## src/rhpm_pkg.sv

```systemverilog
// package for the root hub port power mask and removable register block
// assumes a 32-bit register access port and up to 15 downstream ports
package rhpm_pkg;
    // ****************************************
    // register map
    // ****************************************
    localparam logic [31:0] RHPM_MEM_BAR_CFG_ADDR = 32'h0000_0010;
    localparam logic [11:0] RHPM_MASK_REMOV_OFS   = 12'h04c;
    localparam int          RHPM_MASK_LSB         = 16;
    localparam int          RHPM_FIXED_LSB        = 0;
    localparam int          RHPM_FIELD_W          = 16;
    localparam int          RHPM_NUM_PORTS        = 4;
    // ports 1..n valid, bit 0 reserved
    localparam logic [15:0] RHPM_VALID_BITS       = 16'h001e;
    // reset value of the register, implementation choice
    localparam logic [31:0] RHPM_RESET_VAL        = 32'h0000_0000;
    // ****************************************
    // switching modes
    // ****************************************
    typedef enum logic {
        RHPM_GANGED,
        RHPM_PER_PORT
    } rhpm_mode_t;
endpackage

```

## src/rhpm_top.sv

```systemverilog
// What this block does
// - register sits at offset 4ch from the memory base at config 10h
// - register reset value is a parameter
// - per-port mode: masked port follows only single-port power commands
// - unmasked port follows only all-ports power commands
// - ganged mode ignores the mask entirely
// - mask bit 0 reserved, bit n is port n
// - fixed-flag zero means attached device removable
// - fixed-flag one means attached device permanently attached
// - fixed-flag bit 0 reserved, bit n is port n
// - mode zero powers all ports together, one powers per port
// - mode matters only when always-powered flag is clear
// - per-port mode: global on affects only unmasked ports
// - per-port mode: global off affects only unmasked ports
//
// file holds the register, the mode decode and one rhpm_port_power instance per port
// assumes a simple word access port decoded inside the memory window
`timescale 1ns/1ps
module rhpm_top #(
    parameter logic [31:0] RESET_VAL = rhpm_pkg::RHPM_RESET_VAL
) (
    // clock and reset
    input  wire logic        clk,
    input  wire logic        arst_n,
    // register access within the memory window
    input  wire logic        reg_wr,
    input  wire logic        reg_rd,
    input  wire logic [11:0] reg_addr,
    input  wire logic [31:0] reg_wdata,
    output logic      [31:0] reg_rdata,
    // power configuration held by the neighbouring descriptor register
    input  wire logic        always_powered_flag,
    input  wire logic        switching_granularity_sel,
    // power commands, one-cycle pulses
    input  wire logic        all_ports_power_on_cmd,
    input  wire logic        all_ports_power_off_cmd,
    input  wire logic [15:0] single_port_on_cmd,
    input  wire logic [15:0] single_port_off_cmd,
    // outputs
    output logic      [15:0] port_power_select_mask,
    output logic      [15:0] attached_fixed_flags,
    output logic      [15:0] port_powered_state
);
    // ****************************************
    // helpers
    // ****************************************
    // values after reset, with the same bits dropped as on a write
    localparam logic [15:0] RST_MASK  =
        RESET_VAL[rhpm_pkg::RHPM_MASK_LSB +: rhpm_pkg::RHPM_FIELD_W]
        & rhpm_pkg::RHPM_VALID_BITS;
    localparam logic [15:0] RST_FIXED =
        RESET_VAL[rhpm_pkg::RHPM_FIXED_LSB +: rhpm_pkg::RHPM_FIELD_W]
        & rhpm_pkg::RHPM_VALID_BITS;

    // keeps port bits 1..n only; bit 0 has no port behind it
    function automatic logic [15:0] keep_ports(input logic [15:0] raw);
        keep_ports = raw & rhpm_pkg::RHPM_VALID_BITS;
    endfunction

    // ****************************************
    // register decode
    // ****************************************
    // a single register in the bank: a full compare on the offset is
    // cheap and leaves every other offset of the window to other blocks
    wire logic        hit_w;
    wire logic        wr_w;
    wire logic        rd_w;
    wire logic [15:0] valid_w;
    wire logic [15:0] wr_mask_w;
    wire logic [15:0] wr_fixed_w;
    logic      [15:0] mask_q;
    logic      [15:0] mask_d;
    logic      [15:0] fixed_q;
    logic      [15:0] fixed_d;
    logic      [31:0] rdata_d;

    assign hit_w      = (reg_addr == rhpm_pkg::RHPM_MASK_REMOV_OFS);
    assign wr_w       = reg_wr && hit_w;
    assign rd_w       = reg_rd && hit_w;
    assign valid_w    = rhpm_pkg::RHPM_VALID_BITS;
    // field positions come from the package so both halves stay in step
    assign wr_mask_w  = reg_wdata[rhpm_pkg::RHPM_MASK_LSB +:
                                  rhpm_pkg::RHPM_FIELD_W];
    assign wr_fixed_w = reg_wdata[rhpm_pkg::RHPM_FIXED_LSB +:
                                  rhpm_pkg::RHPM_FIELD_W];
    // reserved bits dropped on write so they can never read back
    assign mask_d  = wr_w ? keep_ports(wr_mask_w) : mask_q;
    assign fixed_d = wr_w ? keep_ports(wr_fixed_w) : fixed_q;
    // unmapped offsets and idle cycles read zero
    assign rdata_d = rd_w ? {mask_q, fixed_q} : 32'h0000_0000;

    always_ff @(posedge clk or negedge arst_n) begin
        if (!arst_n) begin
            mask_q  <= RST_MASK;
            fixed_q <= RST_FIXED;
        end else begin
            mask_q  <= mask_d;
            fixed_q <= fixed_d;
        end
    end

    always_ff @(posedge clk or negedge arst_n) begin
        if (!arst_n) begin
            reg_rdata              <= 32'h0000_0000;
            port_power_select_mask <= 16'h0000;
            attached_fixed_flags   <= 16'h0000;
        end else begin
            reg_rdata              <= rdata_d;
            port_power_select_mask <= mask_d;
            attached_fixed_flags   <= fixed_d;
        end
    end

    // ****************************************
    // port power
    // ****************************************
    rhpm_pkg::rhpm_mode_t mode_w;
    assign mode_w = switching_granularity_sel ? rhpm_pkg::RHPM_PER_PORT
                                              : rhpm_pkg::RHPM_GANGED;
    wire logic per_port_w = (mode_w == rhpm_pkg::RHPM_PER_PORT);

    assign port_powered_state[0] = 1'b0;
    genvar gi;
    generate
        for (gi = 1; gi < 16; gi++) begin : g_port
            if (gi <= rhpm_pkg::RHPM_NUM_PORTS) begin : g_on
                rhpm_port_power u_pwr (
                    .clk                     (clk),
                    .arst_n                  (arst_n),
                    .always_powered_flag     (always_powered_flag),
                    .per_port_mode           (per_port_w),
                    .port_power_select_mask  (mask_q[gi]),
                    .all_ports_power_on_cmd  (all_ports_power_on_cmd),
                    .all_ports_power_off_cmd (all_ports_power_off_cmd),
                    .single_port_on_cmd      (single_port_on_cmd[gi]),
                    .single_port_off_cmd     (single_port_off_cmd[gi]),
                    .port_powered_state      (port_powered_state[gi])
                );
            end else begin : g_off
                assign port_powered_state[gi] = 1'b0;
            end
        end
    endgenerate

    // ****************************************
    // checks
    // ****************************************
    a_reserved_zero: assert property (
        @(posedge clk) disable iff (!arst_n)
        ((mask_q & ~valid_w) == 16'h0000)
        && ((fixed_q & ~valid_w) == 16'h0000))
        else $error("reserved bit set");
    a_write_stores: assert property (
        @(posedge clk) disable iff (!arst_n)
        wr_w |=> (fixed_q == keep_ports($past(wr_fixed_w)))
                 && (mask_q == keep_ports($past(wr_mask_w))))
        else $error("write not stored");
    a_mask_out: assert property (
        @(posedge clk) disable iff (!arst_n)
        wr_w |=> port_power_select_mask == keep_ports($past(wr_mask_w)))
        else $error("mask output not updated");
    a_fixed_out: assert property (
        @(posedge clk) disable iff (!arst_n)
        wr_w |=> attached_fixed_flags == keep_ports($past(wr_fixed_w)))
        else $error("fixed flags output not updated");
    a_read_back: assert property (
        @(posedge clk) disable iff (!arst_n)
        (rd_w && !reg_wr) |=> (reg_rdata == {mask_q, fixed_q}))
        else $error("read data wrong");
    a_read_idle: assert property (
        @(posedge clk) disable iff (!arst_n)
        !rd_w |=> (reg_rdata == 32'h0000_0000))
        else $error("read data not zero outside a read");
    a_hold_value: assert property (
        @(posedge clk) disable iff (!arst_n)
        !wr_w |=> $stable(mask_q) && $stable(fixed_q))
        else $error("register changed without a write");
    a_ganged_on: assert property (
        @(posedge clk) disable iff (!arst_n)
        (!per_port_w && all_ports_power_on_cmd) |=> port_powered_state[1])
        else $error("ganged on missed");
    a_ganged_off: assert property (
        @(posedge clk) disable iff (!arst_n)
        (!per_port_w && !always_powered_flag && all_ports_power_off_cmd
         && !all_ports_power_on_cmd) |=> !port_powered_state[4])
        else $error("ganged off missed");
    a_ganged_mask_ignored: assert property (
        @(posedge clk) disable iff (!arst_n)
        (!per_port_w && !always_powered_flag && mask_q[3]
         && single_port_on_cmd[3] && !all_ports_power_on_cmd
         && !port_powered_state[3]) |=> !port_powered_state[3])
        else $error("mask obeyed in ganged mode");
    a_masked_single: assert property (
        @(posedge clk) disable iff (!arst_n)
        (per_port_w && mask_q[1] && single_port_on_cmd[1])
        |=> port_powered_state[1])
        else $error("masked port missed its own on");
    a_masked_keeps: assert property (
        @(posedge clk) disable iff (!arst_n)
        (per_port_w && !always_powered_flag && mask_q[2]
         && !single_port_on_cmd[2] && !single_port_off_cmd[2])
        |=> $stable(port_powered_state[2]))
        else $error("masked port followed a global command");
    a_unmasked_off: assert property (
        @(posedge clk) disable iff (!arst_n)
        (per_port_w && !always_powered_flag && !mask_q[1]
         && all_ports_power_off_cmd && !all_ports_power_on_cmd)
        |=> !port_powered_state[1])
        else $error("global off missed");
    a_unmasked_on: assert property (
        @(posedge clk) disable iff (!arst_n)
        (per_port_w && !mask_q[2] && all_ports_power_on_cmd)
        |=> port_powered_state[2])
        else $error("global on missed");
    a_set_wins: assert property (
        @(posedge clk) disable iff (!arst_n)
        (per_port_w && !mask_q[1] && all_ports_power_on_cmd
         && all_ports_power_off_cmd) |=> port_powered_state[1])
        else $error("global on lost against global off");
    a_always_on: assert property (
        @(posedge clk) disable iff (!arst_n)
        always_powered_flag[*2] |-> port_powered_state[1])
        else $error("always powered port off");
    a_always_all: assert property (
        @(posedge clk) disable iff (!arst_n)
        always_powered_flag
        |=> port_powered_state == rhpm_pkg::RHPM_VALID_BITS)
        else $error("always powered flag left a port off");
    c_write: cover property (@(posedge clk) wr_w);
    c_masked_single: cover property (@(posedge clk)
        per_port_w && mask_q[1] && single_port_on_cmd[1]);
    c_ganged_off: cover property (@(posedge clk)
        !per_port_w && all_ports_power_off_cmd);
    c_always_powered: cover property (@(posedge clk) always_powered_flag);
    c_masked_global: cover property (@(posedge clk)
        per_port_w && mask_q[2] && all_ports_power_off_cmd);
endmodule

```

## src/rhpm_port_power.sv

```systemverilog
// one downstream port's power state
// assumes commands are single-cycle pulses on the register clock
`timescale 1ns/1ps
module rhpm_port_power (
    // clock and reset
    input  wire logic clk,
    input  wire logic arst_n,
    // control
    input  wire logic always_powered_flag,
    input  wire logic per_port_mode,
    input  wire logic port_power_select_mask,
    // commands
    input  wire logic all_ports_power_on_cmd,
    input  wire logic all_ports_power_off_cmd,
    input  wire logic single_port_on_cmd,
    input  wire logic single_port_off_cmd,
    // state
    output logic      port_powered_state
);
    // ****************************************
    // command steering
    // ****************************************
    wire logic use_single = per_port_mode && port_power_select_mask;
    wire logic use_global = !use_single;
    wire logic set_w = use_single ? single_port_on_cmd
                                  : all_ports_power_on_cmd;
    wire logic clr_w = use_single ? single_port_off_cmd
                                  : all_ports_power_off_cmd;
    logic pwr_d;
    assign pwr_d = always_powered_flag ? 1'b1 :
                   set_w ? 1'b1 : (clr_w ? 1'b0 : port_powered_state);
    always_ff @(posedge clk or negedge arst_n) begin
        if (!arst_n) begin
            port_powered_state <= 1'b0;
        end else begin
            port_powered_state <= pwr_d;
        end
    end
    // use_global kept readable for checks
    a_global_ignored: assert property (
        @(posedge clk) disable iff (!arst_n)
        (use_single && !always_powered_flag && all_ports_power_on_cmd
         && !single_port_on_cmd && !port_powered_state)
        |=> !port_powered_state)
        else $error("masked port reacted to global on");
    a_single_ignored: assert property (
        @(posedge clk) disable iff (!arst_n)
        (use_global && !always_powered_flag && single_port_on_cmd
         && !all_ports_power_on_cmd && !port_powered_state)
        |=> !port_powered_state)
        else $error("unmasked port reacted to port command");
endmodule

```

## config.mk

```make
export PLATFORM = sky130hd
export DESIGN_NAME = rhpm_top
export DESIGN_NICKNAME = d
export VERILOG_FILES = /design/src/rhpm_pkg.sv /design/src/rhpm_top.sv /design/src/rhpm_port_power.sv
export SDC_FILE = /design/constraint.sdc
export NUM_CORES = 1
export LEC_CHECK = 0
export ABC_CLOCK_PERIOD_IN_PS = 900
export BUFFER_PORTS_ARGS = -buffer_cell sky130_fd_sc_hd__buf_2
export CAP_MARGIN = 20
export CELL_PAD_IN_SITES_DETAIL_PLACEMENT = 1
export CELL_PAD_IN_SITES_GLOBAL_PLACEMENT = 2
export CORE_MARGIN = 2
export CORE_UTILIZATION = 14
export CTS_CLUSTER_SIZE = 14
export DETAILED_ROUTE_END_ITERATION = 16
export PLACE_DENSITY = 0.78
export SLEW_MARGIN = 40
export SYNTH_ARGS = -nofsm -noshare
export SYNTH_HDL_FRONTEND = slang
export SYNTH_HIERARCHICAL = 1
export SYNTH_SLANG_ARGS = --single-unit
```

## constraint.sdc

```tcl
create_clock -name clk -period 0.9 [get_ports clk]
set_input_delay 0.09 -clock clk [delete_from_list [all_inputs] [get_ports clk]]
set_output_delay 0.09 -clock clk [all_outputs]
set_load 0.005 [all_outputs]
```

==> results of run 1 <==
## worst register-to-register path: stages, from the launching register on
cell and delay (ns):
dfrtp_1 0.40, a211oi_2 0.24, a31oi_1 0.07, o211a_1 0.20
## path summary, 6_finish.rpt
path	start	end	slack, ns	cells past startpoint
worst min-delay path	reg_wdata[17]	port_power_select_mask[1]	0.05	2
worst max register to register	port_power_select_mask[3]	g_port[3].g_on.u_pwr/port_powered_state	-0.12	3
max in group asynchronous	arst_n	g_port[2].g_on.u_pwr/port_powered_state	0.26	2
worst max-delay path	reg_addr[4]	port_power_select_mask[3]	-0.58	4
min in group asynchronous	arst_n	reg_rdata[4]	0.31	2
worst min register to register	g_port[3].g_on.u_pwr/port_powered_state	g_port[3].g_on.u_pwr/port_powered_state	0.53	1
## layout make-up
| type | count | share of cell area, % |
|---|---|---|
| inverters | 1 | 0.198 |
| well taps | 133 | 8.79 |
| clock buffers | 3 | 2.18 |
| clock inverters | 1 | 1.59 |
| multi-input cells | 106 | 34.8 |
| flip-flops and latches | 20 | 26.4 |
| repair buffers | 73 | 26.0 |
## power breakdown
part,internal [mW],total (mW),switching [mW]
Combinational,0.121,0.285,0.164
Clock,0.594,0.912,0.318
Sequential,0.909,0.915,0.00580
## per-stage QoR
| step | area, µm² | setup WS (ns) |
|---|---|---|
| floorplan | 1610 | -0.748 |
| global placement | 1660 | -0.866 |
| detailed placement | 1660 | -0.892 |
| CTS | 1850 | -0.587 |
| global route | 1890 | -0.593 |
| finish | 1890 | -0.582 |
## Yosys cell counts (all sizes together)
master / number
nor4: 1
and2: 8
nor2: 4
conb: 1
o211a: 4
or4b: 2
nand4: 4
buf: 61
mux2: 8
or4: 2
nand4bb: 1
inv: 1
nand2: 4
a31oi: 4
dfrtp: 20
a211oi: 4
## per-layer routing
layer | part of all wire, % | global-route usage (%) | vias to the layer above
met5 | 0 | 0 | -
met4 | 1.3 | 1.62 | 0
met3 | 14 | 2.92 | 5
met2 | 46 | 9.65 | 76
met1 | 39 | 6.93 | 478
li1 | - | - | 474
## registers in the layout (all words and copies together), names as in the netlist
signal	cells
port_power_select_mask	4
attached_fixed_flags	4
reg_rdata	8
g_port.g_on.u_pwr/port_powered_state	4
## timing repair
action                     4_1_cts  5_1_grt
setup buffers                    7        3
hold buffers                     1        0
hold endpoints to repair        20        0
gates resized for setup         14        9
setup endpoints to repair       28       29
pin swaps                        4        8
cloned                           0        0
## logic make-up after synthesis
group	synth area share, %
buf+inv	34.1
compound gates	8.42
mux	8.79
other cells	0.274
simple gates	11.8
flops	36.6
==> results list, run 1 <==
- The cell area that synthesis handed to floorplanning was between 1000 and 1500 µm².
- Starting density of the core: 14.2%
- The final reports fail on negative setup slack.
- PnR worst setup slack: -0.582 ns
- Final hold slack: around 0.051 ns
- Clock slew at the register clock pins of the worst setup and hold paths: 0.08 ns
- After filler insertion, the fill cell instance count of the layout stands at 1174.
- The number of global-route vias before repair is 951.
- Clock buffers created by TritonCTS: 3
* Wire length after detailed routing: 3510 µm
* Worst setup skew after layout: 0.00194 ns
- The die covers between 10000 and 15000 µm².
* Sequential cell area in the final layout: between 500 and 600 µm²
- Number of synthesis warnings: 6
- STA classifies the critical path startpoint as a primary input.
- The min-delay analysis places its worst path in the category in2reg.
* Critical Path, Cell by Cell: buf_6 -> or4_1 -> or4_4 -> mux2_4
- In this run the number of H-tree levels came out at 1.
* Grt total ovfl: 0
- Top area cells in the synthesized netlist: dfrtp_1 (37%), buf_4 (33%), mux2_4 (8.8%), a211oi_2 (3.7%), and2_1 (3.7%)
* Setup-violating endpoint count in the final report: 26
* Max Clk Rate: 675 MHz
- Sequential elements use 36.6% of the synthesized area.
- Final TNS setup: -6.85 ns
- At the end of the flow, the number of nets in the layout was 289.
- Data required, critical path: 1.05 ns
- Worst Path Arrival: 1.64 ns
- I/O pin total: 164
* Inst Count DP: 324
- Commonest non-fill, non-tap cell in the layout: conb_1
* Final weighted congestion of routability-driven global placement: 0.768
- In this run the worst path has a maximum fanout of 8.
* Layout cells sized above 1: 48.0%
* Detailed-placement wirelength estimate: 2680 µm
* Final critical-path required period: 1.48 ns
- The clock passes through at most 2 buffers.
* Leakage power figure: 1.02 nW
* Power Dens Cells: about 1100 nW/µm²
* Number of buffers inserted by port buffering: 55
* First DRT Iteration DRCs: 17
* Clock sinks: 20
- Cells fill 19.6% of the core in the end.
- The die is 103 µm wide.
- After detailed routing, the number of remaining DRC violations is 0.
* Endpoint kind of the worst setup timing path: flip-flop
- Number of register bits inferred by synthesis: 20
* Area used by multi-input combinational logic: 659 µm²
* RSZ-0062 raised after global routing: yes
- Ratio of final minimum period to clock period: 165%
- Total chip power: approximately 2.1 mW
* GRT Resource Usage Total: slightly below 6%
- Final count of hold timing violations: 0
- Placeable core area: 9640 µm²
- By startpoint and endpoint, the worst setup path is classified as in2reg.
- Max Cap Viol: 0
* Gate count of the mapped netlist: 129
* Total vias in the final route: about 1.0k
- Mean post-synth cell area: 10.6 µm²
- Sum of buffers and inverters on the critical path: 1
* Number of nets with antenna violations after routing: 0
- The count of pins over their slew limit was 0.
- Biggest area consumer among synthesized cells: dfrtp_1
- The initialized floorplan defines 36 standard-cell rows.
* Clock Latency Late Sink: about 0.26 ns
- The synthesized design devotes to its leading area cell type 36.6% of total area.
* First-pass iteration count of the detailed router: 2
* Critical Path Slowest Stage Cell: or4_4
* Commonest non-fill, non-tap cells in the layout: conb_1 (60), buf_2 (46), dfrtp_1 (20)
* Area added between synthesis and finish: 38.6%
- IR analysis of the VDD net gives a maximum drop of slightly below 0.0007 V.
- In the final routed layout, each cell accounts on average for 10.4 µm.
- Inserted Diodes: 0
- Number of antenna violations at the first check in global routing: 0
- TritonCTS built the clock tree.
* Largest incremental delay on the critical path: 0.61 ns
- Distinct cells, synth: 19
- Result of the run: complete, but fails checks
- Using the TritonRoute via totals, the vias-per-cell ratio works out to 3.07.
- The floorplan step set the die height to 103 µm.
- The count of cells in the finished layout, fillers not included, comes to about 340.
- Entering global routing, the biggest net connects 21 pins.
- Top delay family on crit path: simple AND/OR/NAND/NOR gates
- Global-route wire length before repair: 4730 µm
- The tree is rooted in a clkbuf_8.
Note: power is estimated with default switching activity, not from simulation.
==> run 2: changes to the inputs <==
==> constraint.sdc (replaced) <==
create_clock -name clk -period 0.9 [get_ports clk]
set_input_delay 0.09 -clock clk [delete_from_list [all_inputs] [get_ports clk]]
set_output_delay 0.09 -clock clk [all_outputs]
set_load 0.02 [all_outputs]
==> run 2 against run 1 <==
Against the previous run:
- the flow still finishes with violations (negative setup slack)
- first-iteration DRC count increased by 41%
- global-route usage about the same
- clock power decreased by 35%
- hold slack improved by 0.0044 ns
- cell count increased by 2.1%
- flip-flop and latch count unchanged
- via count increased by 2.1%
- non-clock buffer count increased by 8
==> results list, run 2 (synthesized netlist as in run 1, its figures left out) <==
- Leakage power figure: 1.06 nW
- Summed over all layers, the global routing overflow is 0.
* Final TNS setup: -8.55 ns
- Across the VDD grid, the largest voltage drop is 0.000400 V.
- Kind of path behind the tightest hold check: in2reg
- In this design, the stage delay of the slowest critical-path cell is roughly 0.6 ns.
* Final critical-path required period: 1.50 ns
- The pre-antenna-repair detailed-routing pass consisted of 4 iterations.
- Max-cap violations in this run came to 0.
- The run finished, with violations left.
* Max H-tree Level: 1
* Detailed-placement wirelength estimate: roughly 2800 µm
* Final core occ: 20.7%
* TritonCTS clock tree: done
- Total chip power: 2.00 mW
- At the worst endpoint, the required time is 1.04 ns.
- On the critical path, the stage with the largest delay is an instance of or4_4.
- Vias per cell: 3.07
- Clock root buffer master: clkbuf_8
* Layout cells sized above 1: 48.3%
- In this run, the clock network consumes 29.8% of the power.
- After detailed routing, the total wire length is 3730 µm.
- Once routing completed, OpenROAD measured the worst setup slack at -0.600 ns.
- Worst setup skew after layout: 0.00412 ns
- Routed wirelength normalized by instance count: around 11 µm
- Number of nets with antenna violations after routing: 0
* DRC violation count after routing: 0
- Clock Latency Late Sink: 0.26 ns
* Sum of buffers and inverters on the critical path: 1
- Setup violations remaining at the end of the flow were counted as 25.
- 0 antenna diodes ended up in the layout.
- Setup repair after global routing could not meet its margin everywhere.
- The library cell used most frequently in the layout, excluding fill and tap cells, is conb_1.
- Top routing layer used: met4
- Switching power share of the total: between 30% and 40%
- Layout fillers: approximately 1.2k
- In the layout the commonest cells are conb_1 (60), buf_2 (35), buf_6 (28).
- DIE WIDTH: ~100 µm
- Metal1 wirelength: 1430 µm
* Cell type with the highest occurrence count on the critical path: or4_4
- Gate power share: 24.1%
- The checks that failed: negative setup slack.
* Chip height: 103 µm
* Clock Path Buffers: 2
* Fin. max-slew vios: 0
- The analysis attributes to net switching a power of 0.646 mW.
* Worst Path Arrival: 1.64 ns
* Starting density of the core: 14.2%
- Reg with most FFs: reg_rdata
- Max Clk Rate: 667 MHz
* Final weighted congestion of routability-driven global placement: 0.707
- Post-placement worst setup slack: -0.905 ns
- Number of buffers inserted by port buffering: 55
- Across all layers, the routed design uses 1055 vias.
- Via count of the first global-routing pass: 940
- The worst setup path is of the in2reg kind.
- Detailed-routed wire length on met2: about 1800 µm
* Largest fanout on the critical path: 8
- Critical Path, Cell by Cell: buf_6 -> or4_4 -> or4_4 -> mux2_4
- Die outline area: 10600 µm²
- I/O pin total: 164
* Clock buffers created by TritonCTS: 3
- Global routing consumed, over all layers together, under 10% of the routing resources.
- Endpoint kind of the worst setup timing path: flip-flop
- The floorplan has 36 rows.
* Flip-flop count of the largest register, all copies and words added: 8
- Number of antenna violations at the first check in global routing: 0
* Startpoint class of the critical path: primary input
- Power Dens Cells: 1000 nW/µm²
- First DRT Iteration DRCs: 24
* Largest net degree at the start of global routing: 21
* Top delay family on crit path: simple AND/OR/NAND/NOR gates
* Routed wire length on met3: 413 µm
- Clock-pin slew was measured on the worst setup and hold paths at 0.07 ns.
* Final count of hold timing violations: 0
- Of the total power, registers draw 46.0%.
* Count of nets after finishing: about 300
- The first global-routing pass estimated 4660 µm of wire.
- Cell internal power was estimated by the tool at roughly 1.4 mW.
- Area added between synthesis and finish: 45.9%
- Clock tree synthesis found a total of 20 sinks.
- Placeable core area: slightly below 10000 µm²
- Of the available clock period, the critical path in the final layout requires 167%.
==> run 2: changes by cell type in the layout (fill, tap and decap cells not counted), sizes merged <==
cell,change
buf,+8
bufinv,-1
==> run 2: final cells by class <==
| type | count | area (µm²) | area share [%] |
|---|---|---|---|
| well taps | 133 | 166 | 8.35 |
| inverters | 1 | 3.75 | 0.188 |
| repair buffers | 81 | 628 | 31.5 |
| clock buffers | 3 | 41.3 | 2.07 |
| flip-flops and latches | 20 | 500 | 25.1 |
| multi-input cells | 106 | 653 | 32.8 |
==> run 2: per-layer routing <==
metal / GRT usage (%) / up-vias
li1: - / 482
met1: 6.63 / 502
met4: 2.13 / 0
met2: 10.5 / 67
met3: 1.97 / 4
met5: 0 / -
==> run 2: repair_timing <==
action,4_1_cts,5_1_grt
endpoints found under the setup margin,29,37
gates resized for setup,28,20
hold buffers,1,0
pin swaps,2,3
hold endpoints to repair,20,0
setup buffers,12,3
==> run 2: per-stage QoR <==
stage	hold WS [ns]	std cells	instance area (µm²)
2_1_floorplan	-0.206	188	1610
3_3_place_gp	0.0641	325	1670
3_5_place_dp	0.0750	325	1670
4_1_cts	0.0517	341	1900
5_1_grt	0.0517	344	1990
6_report	0.0559	344	1990
==> run 2: path summary, 6_finish.rpt <==
check / startpoint / endpoint / slack [ns] / depth (start not counted)
worst max-delay path: reg_addr[4] / port_power_select_mask[3] / -0.60 / 4
worst min-delay path: reg_wdata[18] / port_power_select_mask[2] / 0.06 / 2
worst max register to register: port_power_select_mask[4] / g_port[4].g_on.u_pwr/port_powered_state / -0.14 / 3
worst min register to register: g_port[4].g_on.u_pwr/port_powered_state / g_port[4].g_on.u_pwr/port_powered_state / 0.55 / 1
max in group asynchronous: arst_n / attached_fixed_flags[4] / 0.25 / 2
min in group asynchronous: arst_n / reg_rdata[17] / 0.33 / 2
==> run 2: worst register-to-register path: cells and delay by family (launching register included) <==
family | cells | cell delay [ns]
compound gates | 3 | 0.53
flops | 1 | 0.40
==> run 2: power groups by stage <==
stage | sequential [mW] | combinational, mW | clock (mW)
global route | 0.919 | 0.519 | 0.671
global placement | 0.933 | 0.427 | 0
detailed placement | 0.934 | 0.432 | 0
finish | 0.919 | 0.482 | 0.595
CTS | 0.917 | 0.452 | 0.618
floorplan | 0.949 | 0.463 | 0
==> run 3: changes to the inputs <==
--- a/config.mk
+++ b/config.mk
@@ -15,6 +15,7 @@
 export CTS_CLUSTER_SIZE = 14
 export DETAILED_ROUTE_END_ITERATION = 16
 export PLACE_DENSITY = 0.78
+export REMOVE_ABC_BUFFERS = 1
 export SLEW_MARGIN = 40
 export SYNTH_ARGS = -nofsm -noshare
 export SYNTH_HDL_FRONTEND = slang
==> run 3 against run 2 <==
Against the previous run:
- the flow still finishes with violations (negative setup slack)
- worst setup slack improved by 0.015 ns
- cell count decreased by 2.0%
- sequential power about the same
- non-clock buffer count decreased by 8
- routed wire length decreased by 3.9%
- critical path depth unchanged
- first-iteration DRC count increased by 42%
- flip-flop and latch count unchanged
- sequential share of layout area increased by 0.95 points
- clock skew about the same
- global-route usage increased by 0.18 points
- clock-buffer cell count unchanged
==> results list, run 3 (synthesized netlist as in run 1, its figures left out) <==
- Critical register-to-register path startpoint: port_power_select_mask[2]
* Max H-tree Level: 1
* Commonest non-fill, non-tap cells in the layout: conb_1 (60), buf_2 (36), buf_6 (23)
- Entering global routing, the biggest net connects 21 pins.
- GRT Resource Usage Total: around 6.1%
- Once the floorplan was initialized, standard cells occupied 14.2% of the core.
- STA puts the critical path data arrival time at 1.63 ns.
- Excluding fillers, the count of instances in the completed layout stands at 337.
* Clock root buffer master: clkbuf_8
- Global-route wire length before repair: 4910 µm
* I/O pin total: 164
* Clock Path Buffers: 2
- Including well taps, the total number of placed cells is 322.
- The worst path in the final design needs a cycle of about 1.5 ns, including I/O delays and setup.
- In this run the cell area measured after placement is 1620 µm².
- Setup Crit Path Kind: in2reg
* DRC violation count after routing: 0
- Among the stages of the critical path, the cell type that occurs most often is or4_4.
- RSZ-0062 raised after global routing: yes
- Summed over all layers, the global routing overflow is 0.
- Area added between synthesis and finish: 40.6%
- reg_rdata holds more flip-flops than any other register.
* Peak VDD IR: 0.000438 V
- Derived from the worst setup path, the maximum achievable clock frequency is 673 MHz.
- The tool flagged a number of max-cap violations equal to 0.
- Cell internal power was estimated by the tool at between 1.5 and 2 mW.
- Startpoint class of the critical path: primary input
- Of the total power, combinational logic draws about 20%.
- Number of nets with antenna violations after routing: 0
- The library cell used most frequently in the layout, excluding fill and tap cells, is conb_1.
* Register-to-register setup slack: -0.17 ns
- Walking the worst path, the cells encountered are buf_6 -> or4_4 -> or4_4 -> mux2_4.
- Switching power share of the total: 28.9%
- For the final database, setup skew stands at 0.00377 ns.
* Layout cells sized above 1: a little under half
* Worst slew margin: between 60% and 70%
- Clock tree synthesis found a total of 20 sinks.
* Ratio of final minimum period to clock period: 165%
- Hold-critical path endpoint: attached_fixed_flags[4]
- Clock buffers created by TritonCTS: 3
* Clock Latency Late Sink: approximately 0.26 ns
- The number of hold violations in the final report was 0.
- Setup-violating endpoint count in the final report: 26
* Data required, critical path: 1.05 ns
- Chip height: 103 µm
* Finished Cell Area: 1920 µm²
- Largest fanout on the critical path: 8
- After layout, the design draws a total of ~2.3 mW.
* DIE WIDTH: 103 µm
* Wire length after detailed routing: between 3000 and 4000 µm
- Dividing the detail-routed via count by the number of cells gives 3.05.
* PnR worst setup slack: -0.585 ns
- For the pin with the worst max-slew slack, the measured transition is between 0.5 and 0.6 ns.
- Clock-pin slew was measured on the worst setup and hold paths at 0.08 ns.
* Largest incremental delay on the critical path: 0.61 ns
* Endpoint kind of the worst setup timing path: flip-flop
* Final hold slack: 0.0542 ns
- Per report_power, the clock group accounts for approximately 40% of the total.
* Count of nets after finishing: 289
- Registers are responsible for around two fifths of the overall power.
- The register with the most flip-flops in the layout has 8 of them.
* Detailed-placement wirelength estimate: about 2900 µm
- Final weighted congestion of routability-driven global placement: between 0.6 and 0.7
- Die outline area: about 11000 µm²
- The tightest min-delay check is of the in2reg type.
- The filler cells instantiated in the layout total 1169.
- Violations in the final reports: negative setup slack
- The count of buffers added on input and output ports is 55.
* Power Dens Cells: 1190 nW/µm²
- Number of antenna violations at the first check in global routing: 1
- The count of pins over their slew limit was 0.
- RR Endpoint: g_port[2].g_on.u_pwr/port_powered_state
- Total vias in the final route: around 1.0k
- The startpoint identified for the worst hold timing path is reg_wdata[4].
* Area used by multi-input combinational logic: approximately 630 µm²
- Via count of the first global-routing pass: 994
- Placeable core area: 9640 µm²
* FF-to-FF path depth: 3
* Number of core rows: 36
- The detailed router finished its first iteration with 34 violations.
- Result of the run: complete, but fails checks
- In this run the power spent charging and discharging nets is approximately 0.66 mW.
- Critical Path Slowest Stage Cell: or4_4
- First-pass iteration count of the detailed router: 5
- Sequential cell area in the final layout: 500 µm²
- In the final routed layout, each cell accounts on average for around 11 µm.
- TritonCTS built the clock tree.
- Hold Path Cell Cnt: 2
- Inserted Diodes: 0
- For this design the static power due to leakage is between 1 and 1.5 nW.
==> run 3: cell count changes in the layout (fill, tap and decap cells not counted), sizes merged <==
| cell | previous run | this run |
|---|---|---|
| buf | 80 | 72 |
| bufinv | 0 | 1 |
==> run 3: power by group through the flow <==
| stage | combinational, mW | clock, mW | sequential (mW) |
|---|---|---|---|
| floorplan | 0.259 | 0 | 0.949 |
| global placement | 0.415 | 0 | 0.934 |
| detailed placement | 0.422 | 0 | 0.934 |
| CTS | 0.444 | 0.949 | 0.917 |
| global route | 0.496 | 0.984 | 0.920 |
| finish | 0.454 | 0.912 | 0.918 |
==> run 3: through the flow <==
stage,setup WS [ns],util (%),TNS (ns)
CTS,-0.589,19.4,-8.49
global placement,-0.894,16.8,-12.01
detailed placement,-0.924,16.8,-12.68
finish,-0.585,19.9,-8.38
floorplan,-0.744,-,-11.01
global route,-0.610,19.9,-9.68
==> run 3: critical path, delay by kind of cell <==
family                 cells  cell delay, ns
AND/OR/NAND/NOR            2            1.12
buffers and inverters      1            0.09
multiplexers               1            0.33
==> run 3: routing by layer <==
| metal | vias to the layer above | part of all wire (%) | global-route usage, % |
|---|---|---|---|
| met2 | 65 | 53 | 11.5 |
| li1 | 466 | - | - |
| met5 | - | 0.36 | 0 |
| met3 | 4 | 9.3 | 1.49 |
| met4 | 2 | 0.98 | 1.82 |
| met1 | 491 | 36 | 6.74 |
==> run 3: cell type report <==
type	instances	area share, %
multi-input combinational	106	32.9
clock buffer	3	2.15
clock inverter	1	1.56
inverter	1	0.195
sequential	20	26.1
timing repair buffer	73	28.5
tap	133	8.66
==> run 3: how the worst max path moves through the flow <==
stage                startpoint                        end  depth (start not counted)
CTS                 reg_addr[4]  port_power_select_mask[1]                          4
detailed placement  reg_addr[7]  port_power_select_mask[4]                          4
floorplan           reg_addr[7]    attached_fixed_flags[1]                          3
global placement    reg_addr[7]  port_power_select_mask[1]                          4
global route        reg_addr[4]  port_power_select_mask[1]                          4
finish              reg_addr[4]  port_power_select_mask[1]                          4
==> run 3: timing repair <==
action,4_1_cts,5_1_grt
gates resized for setup,27,17
endpoints found under the hold margin,20,0
pin swaps,2,0
setup buffers,10,0
endpoints found under the setup margin,31,38
hold buffers,1,0
